<file path="src/include/rsra_defs.vh">
// Constants for the two-wire register access block of the clock
// Functional notes
// - Answer only own address D0h after START
// - Thirty-two byte locations in fixed order
// - Supply fail aborts, resets pointer, ignores bus
// - START: data falls while clock high
// - STOP: data rises while clock high
// - Data changes only while clock low
// - Eight-bit bytes, ninth bit is acknowledge
// - Acknowledge holds data low through clock high
// - Master not-acknowledge ends read; release data
// - No limit on bytes per transfer
// - Random read: word write, repeated START, read
// - Pointer advances only on acknowledge clock
// - Read continues from consecutive addresses while acknowledged
// - Counters copied to time buffers at START
// - Bare read starts at current pointer
// - Write: word address loads pointer, data follows
// - Acknowledge address, word address, each data byte
// - Load counters at end or past 07h
// - Unwritten time bytes reload their captured values
// - Writes above time range never reload counters
// - Time writes reset divider chain on reload
`ifndef RSRA_DEFS_VH
`define RSRA_DEFS_VH

`define RSRA_SLAVE_ADDR  8'hD0
`define RSRA_PTR_W       5
`define RSRA_PTR_RESET   5'h00
`define RSRA_PTR_STEP    5'h01
`define RSRA_TIME_LAST   5'h07
`define RSRA_TIME_BYTES  8
`define RSRA_BYTE_BITS   4'h8
`define RSRA_LAST_BIT    4'h7
`define RSRA_FIFO_DEPTH  16
`define RSRA_FIFO_AW     4

`endif

</file>
<file path="src/rtl/rsra_fifo.v">
// Small synchronous FIFO carrying received write bytes with their address
`timescale 1ns/10ps
module rsra_fifo #(
   parameter W  = 13,
   parameter D  = 16,
   parameter AW = 4
) (
   // Clock and reset
   input  wire          clk_in,
   input  wire          rstn_in,
   // Filling side
   input  wire          in_valid_in,
   input  wire [W-1:0]  in_data_in,
   output wire          in_ready_out,
   // Draining side
   output wire          out_valid_out,
   output wire [W-1:0]  out_data_out,
   input  wire          out_ready_in
);

   // Depth must be a power of two; pointers carry one extra wrap bit
   localparam [AW:0] DEPTH = D;

   reg  [W-1:0] mem_q [0:D-1];
   reg  [AW:0]  wp_q;
   reg  [AW:0]  rp_q;
   wire [AW:0]  fill = wp_q - rp_q;
   wire         push = in_valid_in & in_ready_out;
   wire         pop  = out_valid_out & out_ready_in;

   assign in_ready_out  = (fill != DEPTH);
   assign out_valid_out = (fill != {(AW+1){1'b0}});
   assign out_data_out  = mem_q[rp_q[AW-1:0]];

   always @(posedge clk_in) begin
      if (push) begin
         mem_q[wp_q[AW-1:0]] <= in_data_in;
      end
   end

   always @(posedge clk_in) begin
      if (!rstn_in) begin
         wp_q <= {(AW+1){1'b0}};
         rp_q <= {(AW+1){1'b0}};
      end else begin
         if (push) begin
            wp_q <= wp_q + {{AW{1'b0}}, 1'b1};
         end
         if (pop) begin
            rp_q <= rp_q + {{AW{1'b0}}, 1'b1};
         end
      end
   end

endmodule // rsra_fifo

</file>
<file path="src/rtl/rsra_mem.v">
// Byte store for the directly accessed locations, registered read
`timescale 1ns/10ps
module rsra_mem #(
   parameter DW = 8,
   parameter AW = 5
) (
   // Clock and reset
   input  wire          clk_in,
   input  wire          rstn_in,
   // Write port
   input  wire          wr_en_in,
   input  wire [AW-1:0] wr_addr_in,
   input  wire [DW-1:0] wr_data_in,
   // Read port
   input  wire [AW-1:0] rd_addr_in,
   output reg  [DW-1:0] rd_data_out
);

   reg [DW-1:0] mem_q [0:(1<<AW)-1];

   always @(posedge clk_in) begin
      if (wr_en_in) begin
         mem_q[wr_addr_in] <= wr_data_in;
      end
   end

   always @(posedge clk_in) begin
      if (!rstn_in) begin
         rd_data_out <= {DW{1'b0}};
      end else begin
         rd_data_out <= mem_q[rd_addr_in];
      end
   end

endmodule // rsra_mem

</file>
<file path="src/rtl/rsra_top.v">
// Two-wire slave with pointer, time buffers and coherent counter load
`timescale 1ns/10ps
`include "rsra_defs.vh"
module rsra_top #(
   parameter FIFO_DEPTH = `RSRA_FIFO_DEPTH,
   parameter FIFO_AW    = `RSRA_FIFO_AW
) (
   // Clock and reset
   input  wire        clk_in,
   input  wire        rstn_in,
   // Serial clock pin
   input  wire        scl_in,
   output reg         scl_out_out,
   output reg         scl_oe_out,
   // Serial data pin
   input  wire        sda_in,
   output reg         sda_out_out,
   output reg         sda_oe_out,
   // Supply monitor, high while supply is below supply_trip_level
   input  wire        supply_fail_in,
   // Time counters
   input  wire [63:0] time_count_in,
   output reg         time_load_out,
   output reg  [63:0] time_load_data_out,
   output reg         divider_reset_out
);

   localparam [2:0] ST_IDLE = 3'h0;
   localparam [2:0] ST_RX   = 3'h1;
   localparam [2:0] ST_ACK  = 3'h2;
   localparam [2:0] ST_TX   = 3'h3;
   localparam [2:0] ST_TACK = 3'h4;
   localparam [2:0] ST_IGN  = 3'h5;

   localparam [1:0] PH_ADDR = 2'h0;
   localparam [1:0] PH_WORD = 2'h1;
   localparam [1:0] PH_DATA = 2'h2;

   localparam PW = `RSRA_PTR_W;
   localparam FW = PW + 8;

   function is_time_addr;
      input [PW-1:0] a;
      begin
         is_time_addr = (a <= `RSRA_TIME_LAST);
      end
   endfunction

   // Pointer step shared by read and write acknowledges; wraps 31 to 0
   function [PW-1:0] next_ptr;
      input [PW-1:0] a;
      begin
         next_ptr = a + `RSRA_PTR_STEP;
      end
   endfunction

   // Pin synchronisers; only the second stage and later are read
   reg scl_m_q;
   reg scl_s_q;
   reg scl_p_q;
   reg sda_m_q;
   reg sda_s_q;
   reg sda_p_q;
   reg pf_m_q;
   reg pf_s_q;

   always @(posedge clk_in) begin
      if (!rstn_in) begin
         scl_m_q <= 1'b1;
         scl_s_q <= 1'b1;
         scl_p_q <= 1'b1;
         sda_m_q <= 1'b1;
         sda_s_q <= 1'b1;
         sda_p_q <= 1'b1;
         pf_m_q  <= 1'b0;
         pf_s_q  <= 1'b0;
      end else begin
         scl_m_q <= scl_in;
         scl_s_q <= scl_m_q;
         scl_p_q <= scl_s_q;
         sda_m_q <= sda_in;
         sda_s_q <= sda_m_q;
         sda_p_q <= sda_s_q;
         pf_m_q  <= supply_fail_in;
         pf_s_q  <= pf_m_q;
      end
   end

   wire scl_rise = scl_s_q & ~scl_p_q;
   wire scl_fall = ~scl_s_q & scl_p_q;
   // Data edges only count while the clock stays high on both samples
   wire start_c  = scl_s_q & scl_p_q & sda_p_q & ~sda_s_q;
   wire stop_c   = scl_s_q & scl_p_q & ~sda_p_q & sda_s_q;

   reg  [2:0]    state_q;
   reg  [1:0]    phase_q;
   reg  [3:0]    cnt_q;
   reg  [7:0]    shift_q;
   reg  [7:0]    tx_q;
   reg  [PW-1:0] ptr_q;
   reg           rw_q;
   reg           nak_q;
   reg           pushed_q;
   reg           tw_q;
   reg           load_pend_q;
   reg           cap_pend_q;
   reg  [7:0]    buf_q [0:`RSRA_TIME_BYTES-1];

   wire [7:0]    mem_rd;
   wire          fifo_in_ready;
   wire          fifo_out_valid;
   wire [FW-1:0] fifo_out_data;

   wire [PW-1:0] drain_addr = fifo_out_data[FW-1:8];
   wire [7:0]    drain_data = fifo_out_data[7:0];
   // Capture waits for a pending reload, and the drain yields for that one cycle
   wire          cap_now    = cap_pend_q & ~load_pend_q;
   wire          drain_rdy  = ~cap_now;
   wire          drain_fire = fifo_out_valid & drain_rdy;
   wire          push       = (state_q == ST_ACK) & (phase_q == PH_DATA) & ~pushed_q
                              & fifo_in_ready;
   wire          mem_we     = drain_fire & ~is_time_addr(drain_addr);
   // Locations 0-7 read from the buffers, never from the counters
   wire [7:0]    rd_byte    = is_time_addr(ptr_q) ? buf_q[ptr_q[2:0]] : mem_rd;

   integer i;

   always @(posedge clk_in) begin
      if (!rstn_in) begin
         state_q            <= ST_IDLE;
         phase_q            <= PH_ADDR;
         cnt_q              <= 4'h0;
         shift_q            <= 8'h00;
         tx_q               <= 8'h00;
         ptr_q              <= `RSRA_PTR_RESET;
         rw_q               <= 1'b0;
         nak_q              <= 1'b0;
         pushed_q           <= 1'b1;
         tw_q               <= 1'b0;
         load_pend_q        <= 1'b0;
         cap_pend_q         <= 1'b0;
         sda_oe_out         <= 1'b0;
         sda_out_out        <= 1'b0;
         scl_oe_out         <= 1'b0;
         scl_out_out        <= 1'b0;
         time_load_out      <= 1'b0;
         divider_reset_out  <= 1'b0;
         time_load_data_out <= 64'h0000000000000000;
         for (i = 0; i < `RSRA_TIME_BYTES; i = i + 1) begin
            buf_q[i] <= 8'h00;
         end
      end else begin
         time_load_out     <= 1'b0;
         divider_reset_out <= 1'b0;

         // Buffer side: reload once the store is drained, then capture, else drain writes
         if (load_pend_q && !fifo_out_valid) begin
            // All eight bytes go back, unwritten ones as captured
            for (i = 0; i < `RSRA_TIME_BYTES; i = i + 1) begin
               time_load_data_out[8*i +: 8] <= buf_q[i];
            end
            time_load_out     <= 1'b1;
            divider_reset_out <= 1'b1;
            load_pend_q       <= 1'b0;
         end else if (cap_now) begin
            for (i = 0; i < `RSRA_TIME_BYTES; i = i + 1) begin
               buf_q[i] <= time_count_in[8*i +: 8];
            end
            cap_pend_q <= 1'b0;
         end else if (drain_fire && is_time_addr(drain_addr)) begin
            buf_q[drain_addr[2:0]] <= drain_data;
         end

         // Bus side
         if (pf_s_q) begin
            // Abort, park the pointer and stay deaf while supply is low
            state_q    <= ST_IDLE;
            ptr_q      <= `RSRA_PTR_RESET;
            sda_oe_out <= 1'b0;
            scl_oe_out <= 1'b0;
            pushed_q   <= 1'b1;
            tw_q       <= 1'b0;
         end else if (start_c) begin
            state_q    <= ST_RX;
            phase_q    <= PH_ADDR;
            cnt_q      <= 4'h0;
            sda_oe_out <= 1'b0;
            scl_oe_out <= 1'b0;
            pushed_q   <= 1'b1;
            cap_pend_q <= 1'b1;
            // A repeated START also ends a write transfer
            if (tw_q) begin
               load_pend_q <= 1'b1;
            end
            tw_q <= 1'b0;
         end else if (stop_c) begin
            state_q    <= ST_IDLE;
            sda_oe_out <= 1'b0;
            scl_oe_out <= 1'b0;
            pushed_q   <= 1'b1;
            // Only a transfer that touched 0-7 reloads the counters
            if (tw_q) begin
               load_pend_q <= 1'b1;
            end
            tw_q <= 1'b0;
         end else begin
            case (state_q)
               ST_RX: begin
                  // Sample on the rising clock, line is stable while high
                  if (scl_rise) begin
                     shift_q <= {shift_q[6:0], sda_s_q};
                     cnt_q   <= cnt_q + 4'h1;
                  end else if (scl_fall && cnt_q == `RSRA_BYTE_BITS) begin
                     cnt_q <= 4'h0;
                     case (phase_q)
                        PH_ADDR: begin
                           if ({shift_q[7:1], 1'b0} == `RSRA_SLAVE_ADDR) begin
                              // Direction bit picks transmit or receive after the ack
                              rw_q       <= shift_q[0];
                              sda_oe_out <= 1'b1;
                              state_q    <= ST_ACK;
                           end else begin
                              state_q <= ST_IGN;
                           end
                        end
                        PH_WORD: begin
                           ptr_q      <= shift_q[PW-1:0];
                           sda_oe_out <= 1'b1;
                           state_q    <= ST_ACK;
                        end
                        default: begin
                           pushed_q   <= 1'b0;
                           sda_oe_out <= 1'b1;
                           state_q    <= ST_ACK;
                        end
                     endcase
                  end
               end
               ST_ACK: begin
                  // Received data waits here; clock stretched if the store is full
                  // Assigned every cycle so the stretch always lets go once pushed
                  scl_oe_out <= (phase_q == PH_DATA) & ~pushed_q & ~fifo_in_ready;
                  if (push) begin
                     pushed_q <= 1'b1;
                     // A time byte in the store marks the transfer for reload
                     if (is_time_addr(ptr_q)) begin
                        tw_q <= 1'b1;
                     end
                  end
                  if (scl_rise && phase_q == PH_DATA) begin
                     ptr_q <= next_ptr(ptr_q);
                     // Leaving 07h after a time write reloads early
                     if (ptr_q == `RSRA_TIME_LAST && tw_q) begin
                        load_pend_q <= 1'b1;
                        tw_q        <= 1'b0;
                     end
                  end
                  if (scl_fall) begin
                     // Ack held low through the whole high phase
                     sda_oe_out <= 1'b0;
                     cnt_q      <= 4'h0;
                     if (phase_q == PH_ADDR && rw_q) begin
                        // Reading from wherever the pointer stands
                        tx_q       <= rd_byte;
                        sda_oe_out <= ~rd_byte[7];
                        state_q    <= ST_TX;
                     end else begin
                        phase_q <= (phase_q == PH_ADDR) ? PH_WORD : PH_DATA;
                        state_q <= ST_RX;
                     end
                  end
               end
               ST_TX: begin
                  // Drive changes only after the clock has gone low
                  if (scl_fall) begin
                     if (cnt_q == `RSRA_LAST_BIT) begin
                        sda_oe_out <= 1'b0;
                        state_q    <= ST_TACK;
                     end else begin
                        tx_q       <= {tx_q[6:0], 1'b0};
                        sda_oe_out <= ~tx_q[6];
                        cnt_q      <= cnt_q + 4'h1;
                     end
                  end
               end
               ST_TACK: begin
                  // Master's ninth bit decides whether another byte follows
                  if (scl_rise) begin
                     ptr_q <= next_ptr(ptr_q);
                     nak_q <= sda_s_q;
                  end
                  if (scl_fall) begin
                     cnt_q <= 4'h0;
                     if (nak_q) begin
                        // Line stays released so the master can STOP
                        state_q <= ST_IGN;
                     end else begin
                        tx_q       <= rd_byte;
                        sda_oe_out <= ~rd_byte[7];
                        state_q    <= ST_TX;
                     end
                  end
               end
               ST_IGN: begin
                  // Off the bus until the next START or STOP
                  sda_oe_out <= 1'b0;
                  scl_oe_out <= 1'b0;
               end
               default: begin
                  state_q <= ST_IDLE;
               end
            endcase
         end
      end
   end

   // Received bytes queue here while a capture holds the buffers
   rsra_fifo #(
      .W  (FW),
      .D  (FIFO_DEPTH),
      .AW (FIFO_AW)
   ) u_fifo (
      .clk_in        (clk_in),
      .rstn_in       (rstn_in),
      .in_valid_in   (push),
      .in_data_in    ({ptr_q, shift_q}),
      .in_ready_out  (fifo_in_ready),
      .out_valid_out (fifo_out_valid),
      .out_data_out  (fifo_out_data),
      .out_ready_in  (drain_rdy)
   );

   // Thirty-two locations; 0-7 are shadowed by the time buffers
   rsra_mem #(
      .DW (8),
      .AW (PW)
   ) u_mem (
      .clk_in      (clk_in),
      .rstn_in     (rstn_in),
      .wr_en_in    (mem_we),
      .wr_addr_in  (drain_addr),
      .wr_data_in  (drain_data),
      .rd_addr_in  (ptr_q),
      .rd_data_out (mem_rd)
   );

endmodule // rsra_top

</file>
<file path="config.mk">
export PLATFORM = sky130hd
export DESIGN_NAME = rsra_top
export DESIGN_NICKNAME = d
export VERILOG_FILES = /design/src/rtl/rsra_fifo.v /design/src/rtl/rsra_mem.v /design/src/rtl/rsra_top.v
export VERILOG_INCLUDE_DIRS = /design/src /design/src/include
export SDC_FILE = /design/constraint.sdc
export NUM_CORES = 1
export LEC_CHECK = 0
export ABC_AREA = 1
export BUFFER_PORTS_ARGS = -buffer_cell sky130_fd_sc_hd__buf_2
export CORE_MARGIN = 2
export CORE_UTILIZATION = 37
export CTS_CLUSTER_DIAMETER = 80
export CTS_CLUSTER_SIZE = 14
export DETAILED_ROUTE_END_ITERATION = 6
export GPL_TIMING_DRIVEN = 0
export SETUP_SLACK_MARGIN = 0.5
export SYNTH_ARGS = -nofsm -noshare
export SYNTH_HDL_FRONTEND = slang
export SYNTH_SLANG_ARGS = --single-unit
export TNS_END_PERCENT = 5
</file>
<file path="constraint.sdc">
create_clock -name clk_in -period 3.9 [get_ports clk_in]
set_input_delay 0.195 -clock clk_in [delete_from_list [all_inputs] [get_ports clk_in]]
set_output_delay 0.195 -clock clk_in [all_outputs]
set_load 0.005 [all_outputs]
</file>
==> out/results.ini <==
[final_layout]
fin_area_sq_mm = 0.0329
final_util_pct = 44.0
drive_gt1_share_pct = 11.3
areaGrowthSynthToFinish_pct = 17.4
finalNetCount = 3111

[worst_setup_path]
end_kind = flip-flop
timing.rr.start = ptr_q[1]
required_ps = 4430
cp_data_arrival_time_ps = 4000
critical_path.max_fanout = 21
crit_path_start_kind = flip-flop
worstSetupPathType = reg -> reg
cp-startpoint = ptr_q[1]

[yosys]
synth-edff-count = 528
synth_warnings = 0
netlist_top_cells_area = edfxtp_1, dfxtp_1, nand2_1
synth-seq-cells = 663
ys_seq_area_share_pct = 66.3
synth_top_cell_area_share_pct = 56.6
synthCells = 2687
netlist_area_sq_mm = 0.0280
avgSynthCellArea_sq_um = 10.4
synth_cell_types = 51
synth_top_cell_by_area = edfxtp_1
synthFlopType = edfxtp_1
yosys-top-cells-count = edfxtp_1, nand2_1, nor2_1
synth-async-reset-ratio_pct = 0
yosysMostFrequentCell = edfxtp_1

[place]
place_area_sq_mm = 0.0305
place_congestion = 0.930
io_buffers = 135
hpwlAfterDp_mm = 60.5

[sta]
tightestPinTransition_ps = 1170
skew_ps = 27.7
fin_hold_ws_ps = 59.4
max_slew_margin_pct = 21.9
setup_viol = 0
hold_violations = 0
clock.fmax_mhz = 289
period_needed_ps = 3460
rsz0062_at_grt = true
finalCritPeriodShare_pct = 88.8
drv_slew = 0

[global_routing]
overflow = 0
track_usage_pct = 22.4
grt_pass1_wl_mm = 131
grt_max_degree = 41
grt_antenna_before_repair = 2
grt_pass1_vias = 20700

[clocking]
cts_tree = yes
cts_buffers = 53
worstSkewPairLatency_ps = 630
cts_sinks = 663
ctsLongestPathBuffers = 3
clockRootBuffer = clkbuf_16
cts.clk_slew.worst_paths_ps = 80
htreeDepth = 2

[floorplan]
die_w_microns = 279
start_util_pct = 37.5
pin_count = 139
dieHeight_microns = 279
coreArea_sq_mm = 0.0747
die_area_sq_mm = 0.0779
rows = 100

[route]
vias_per_cell = 5.43
via_count = 21900
drc = 0
drt-wirelength-per-cell_microns = 22.1
drtIter0Drc = 2413
first_pass_iters = 5
wirelength_mm = 89.3
drtAntennaViolNets = 0

[pwr]
p_leak_nw = 11.9
power.density_mw_per_mm2 = 614
ir_worst_vdd_v = 0.000411

[outcome]
status = completed

[flow_run]
maxCapViolCount = 0

[hold_path]
worstHoldStart = rstn_in
hp-class = in -> reg

metrics by stage:
stage	cells	setup TNS, ps	worst slack, ps	total power, mW
final	4045	0	437	20.2
after global routing	4044	0	268	21.0
after CTS	4042	0	127	20.0
after detailed placement	3875	-447	-56.9	14.8
after global placement	3856	-15060	-715	14.7
after floorplan	2752	0	1070	12.4
layout make-up:
type / instances / area [sq um]
fill: 7078 / 41800
sequential: 663 / 18600
multi-input combinational: 1793 / 8700
timing repair buffer: 223 / 1600
clock buffer: 95 / 1480
tap: 969 / 1210
buffer: 159 / 729
inverter: 137 / 520
clock inverter: 5 / 77.6
antenna: 1 / 2.50
kinds of logic (layout without fill, tap and decap cells):
family,Yosys count,after routing,share of synthesized area [%]
and+or+nand+nor,1160,1160,17.5
DFF,663,663,66.3
AOI/OAI and AO/OA,549,549,11.1
buffers and inverters,296,619,4.43
adders and majority gates,12,12,0.536
xor gates and xnor gates,5,5,0.156
other,1,67,0.0134
muxes,1,1,0.0357
worst max-delay path: stages (launching register included):
cell      delay (ps)
dfxtp_1          920
clkbuf_1         560
clkbuf_1         460
o21ai_0          160
o211ai_1         190
o21ai_0          190
o21ai_0          590
inv_1             90
a21oi_1          210
repair_timing:
action                     CTS  global route
hold endpoints to repair    67             0
setup endpoints to repair  148           534
pin swaps                    0             2
resized for setup            7            23
hold buffers                67             0
setup buffers                0             1
worst paths after layout:
| kind | to | slack (ps) | cells after the start |
|---|---|---|---|
| max reg2reg | u_mem.rd_data_out[7] | 440 | 8 |
| min reg2reg | scl_s_q | 420 | 1 |
| max | u_mem.rd_data_out[7] | 440 | 8 |
| min | buf_q[6][7] | 60 | 5 |
registers in the layout, indices dropped and copies added (netlist names), 2 cells and up, named ones only:
name                count
shift_q                 8
phase_q                 2
state_q                 3
buf_q                  64
u_fifo.wp_q             5
u_mem.rd_data_out       8
u_fifo.mem_q          208
tx_q                    7
u_mem.mem_q           256
time_load_data_out     64
ptr_q                   5
cnt_q                   4
u_fifo.rp_q             5
layer usage:
layer | GRT usage [%] | wire (microns) | vias up
met3 | 3.44 | 7480 | 207
li1 | - | - | 10000
met5 | 0 | 13 | -
met2 | 34.5 | 39700 | 1035
met1 | 32.2 | 39200 | 10700
met4 | 7.89 | 2990 | 2
cells in the final DEF (no fill, tap or decap), types with 66 or more instances in the layout:
cell,instances
nand3_1,219
clkbuf_1,145
nand2_1,461
o211ai_1,68
a21oi_1,111
edfxtp_1,528
conb_1,66
nor2_1,377
dlygate4sd3_1,67
o21ai_0,277
dfxtp_1,135
buf_2,164
inv_1,128
where the power goes:
| group | switching (mW) | internal (mW) |
|---|---|---|
| Combinational | 4.48 | 1.33 |
| Sequential | 0.362 | 8.81 |
| Clock | 2.55 | 2.64 |
| Total | 7.38 | 12.8 |
(Power assumes the default switching activity.)
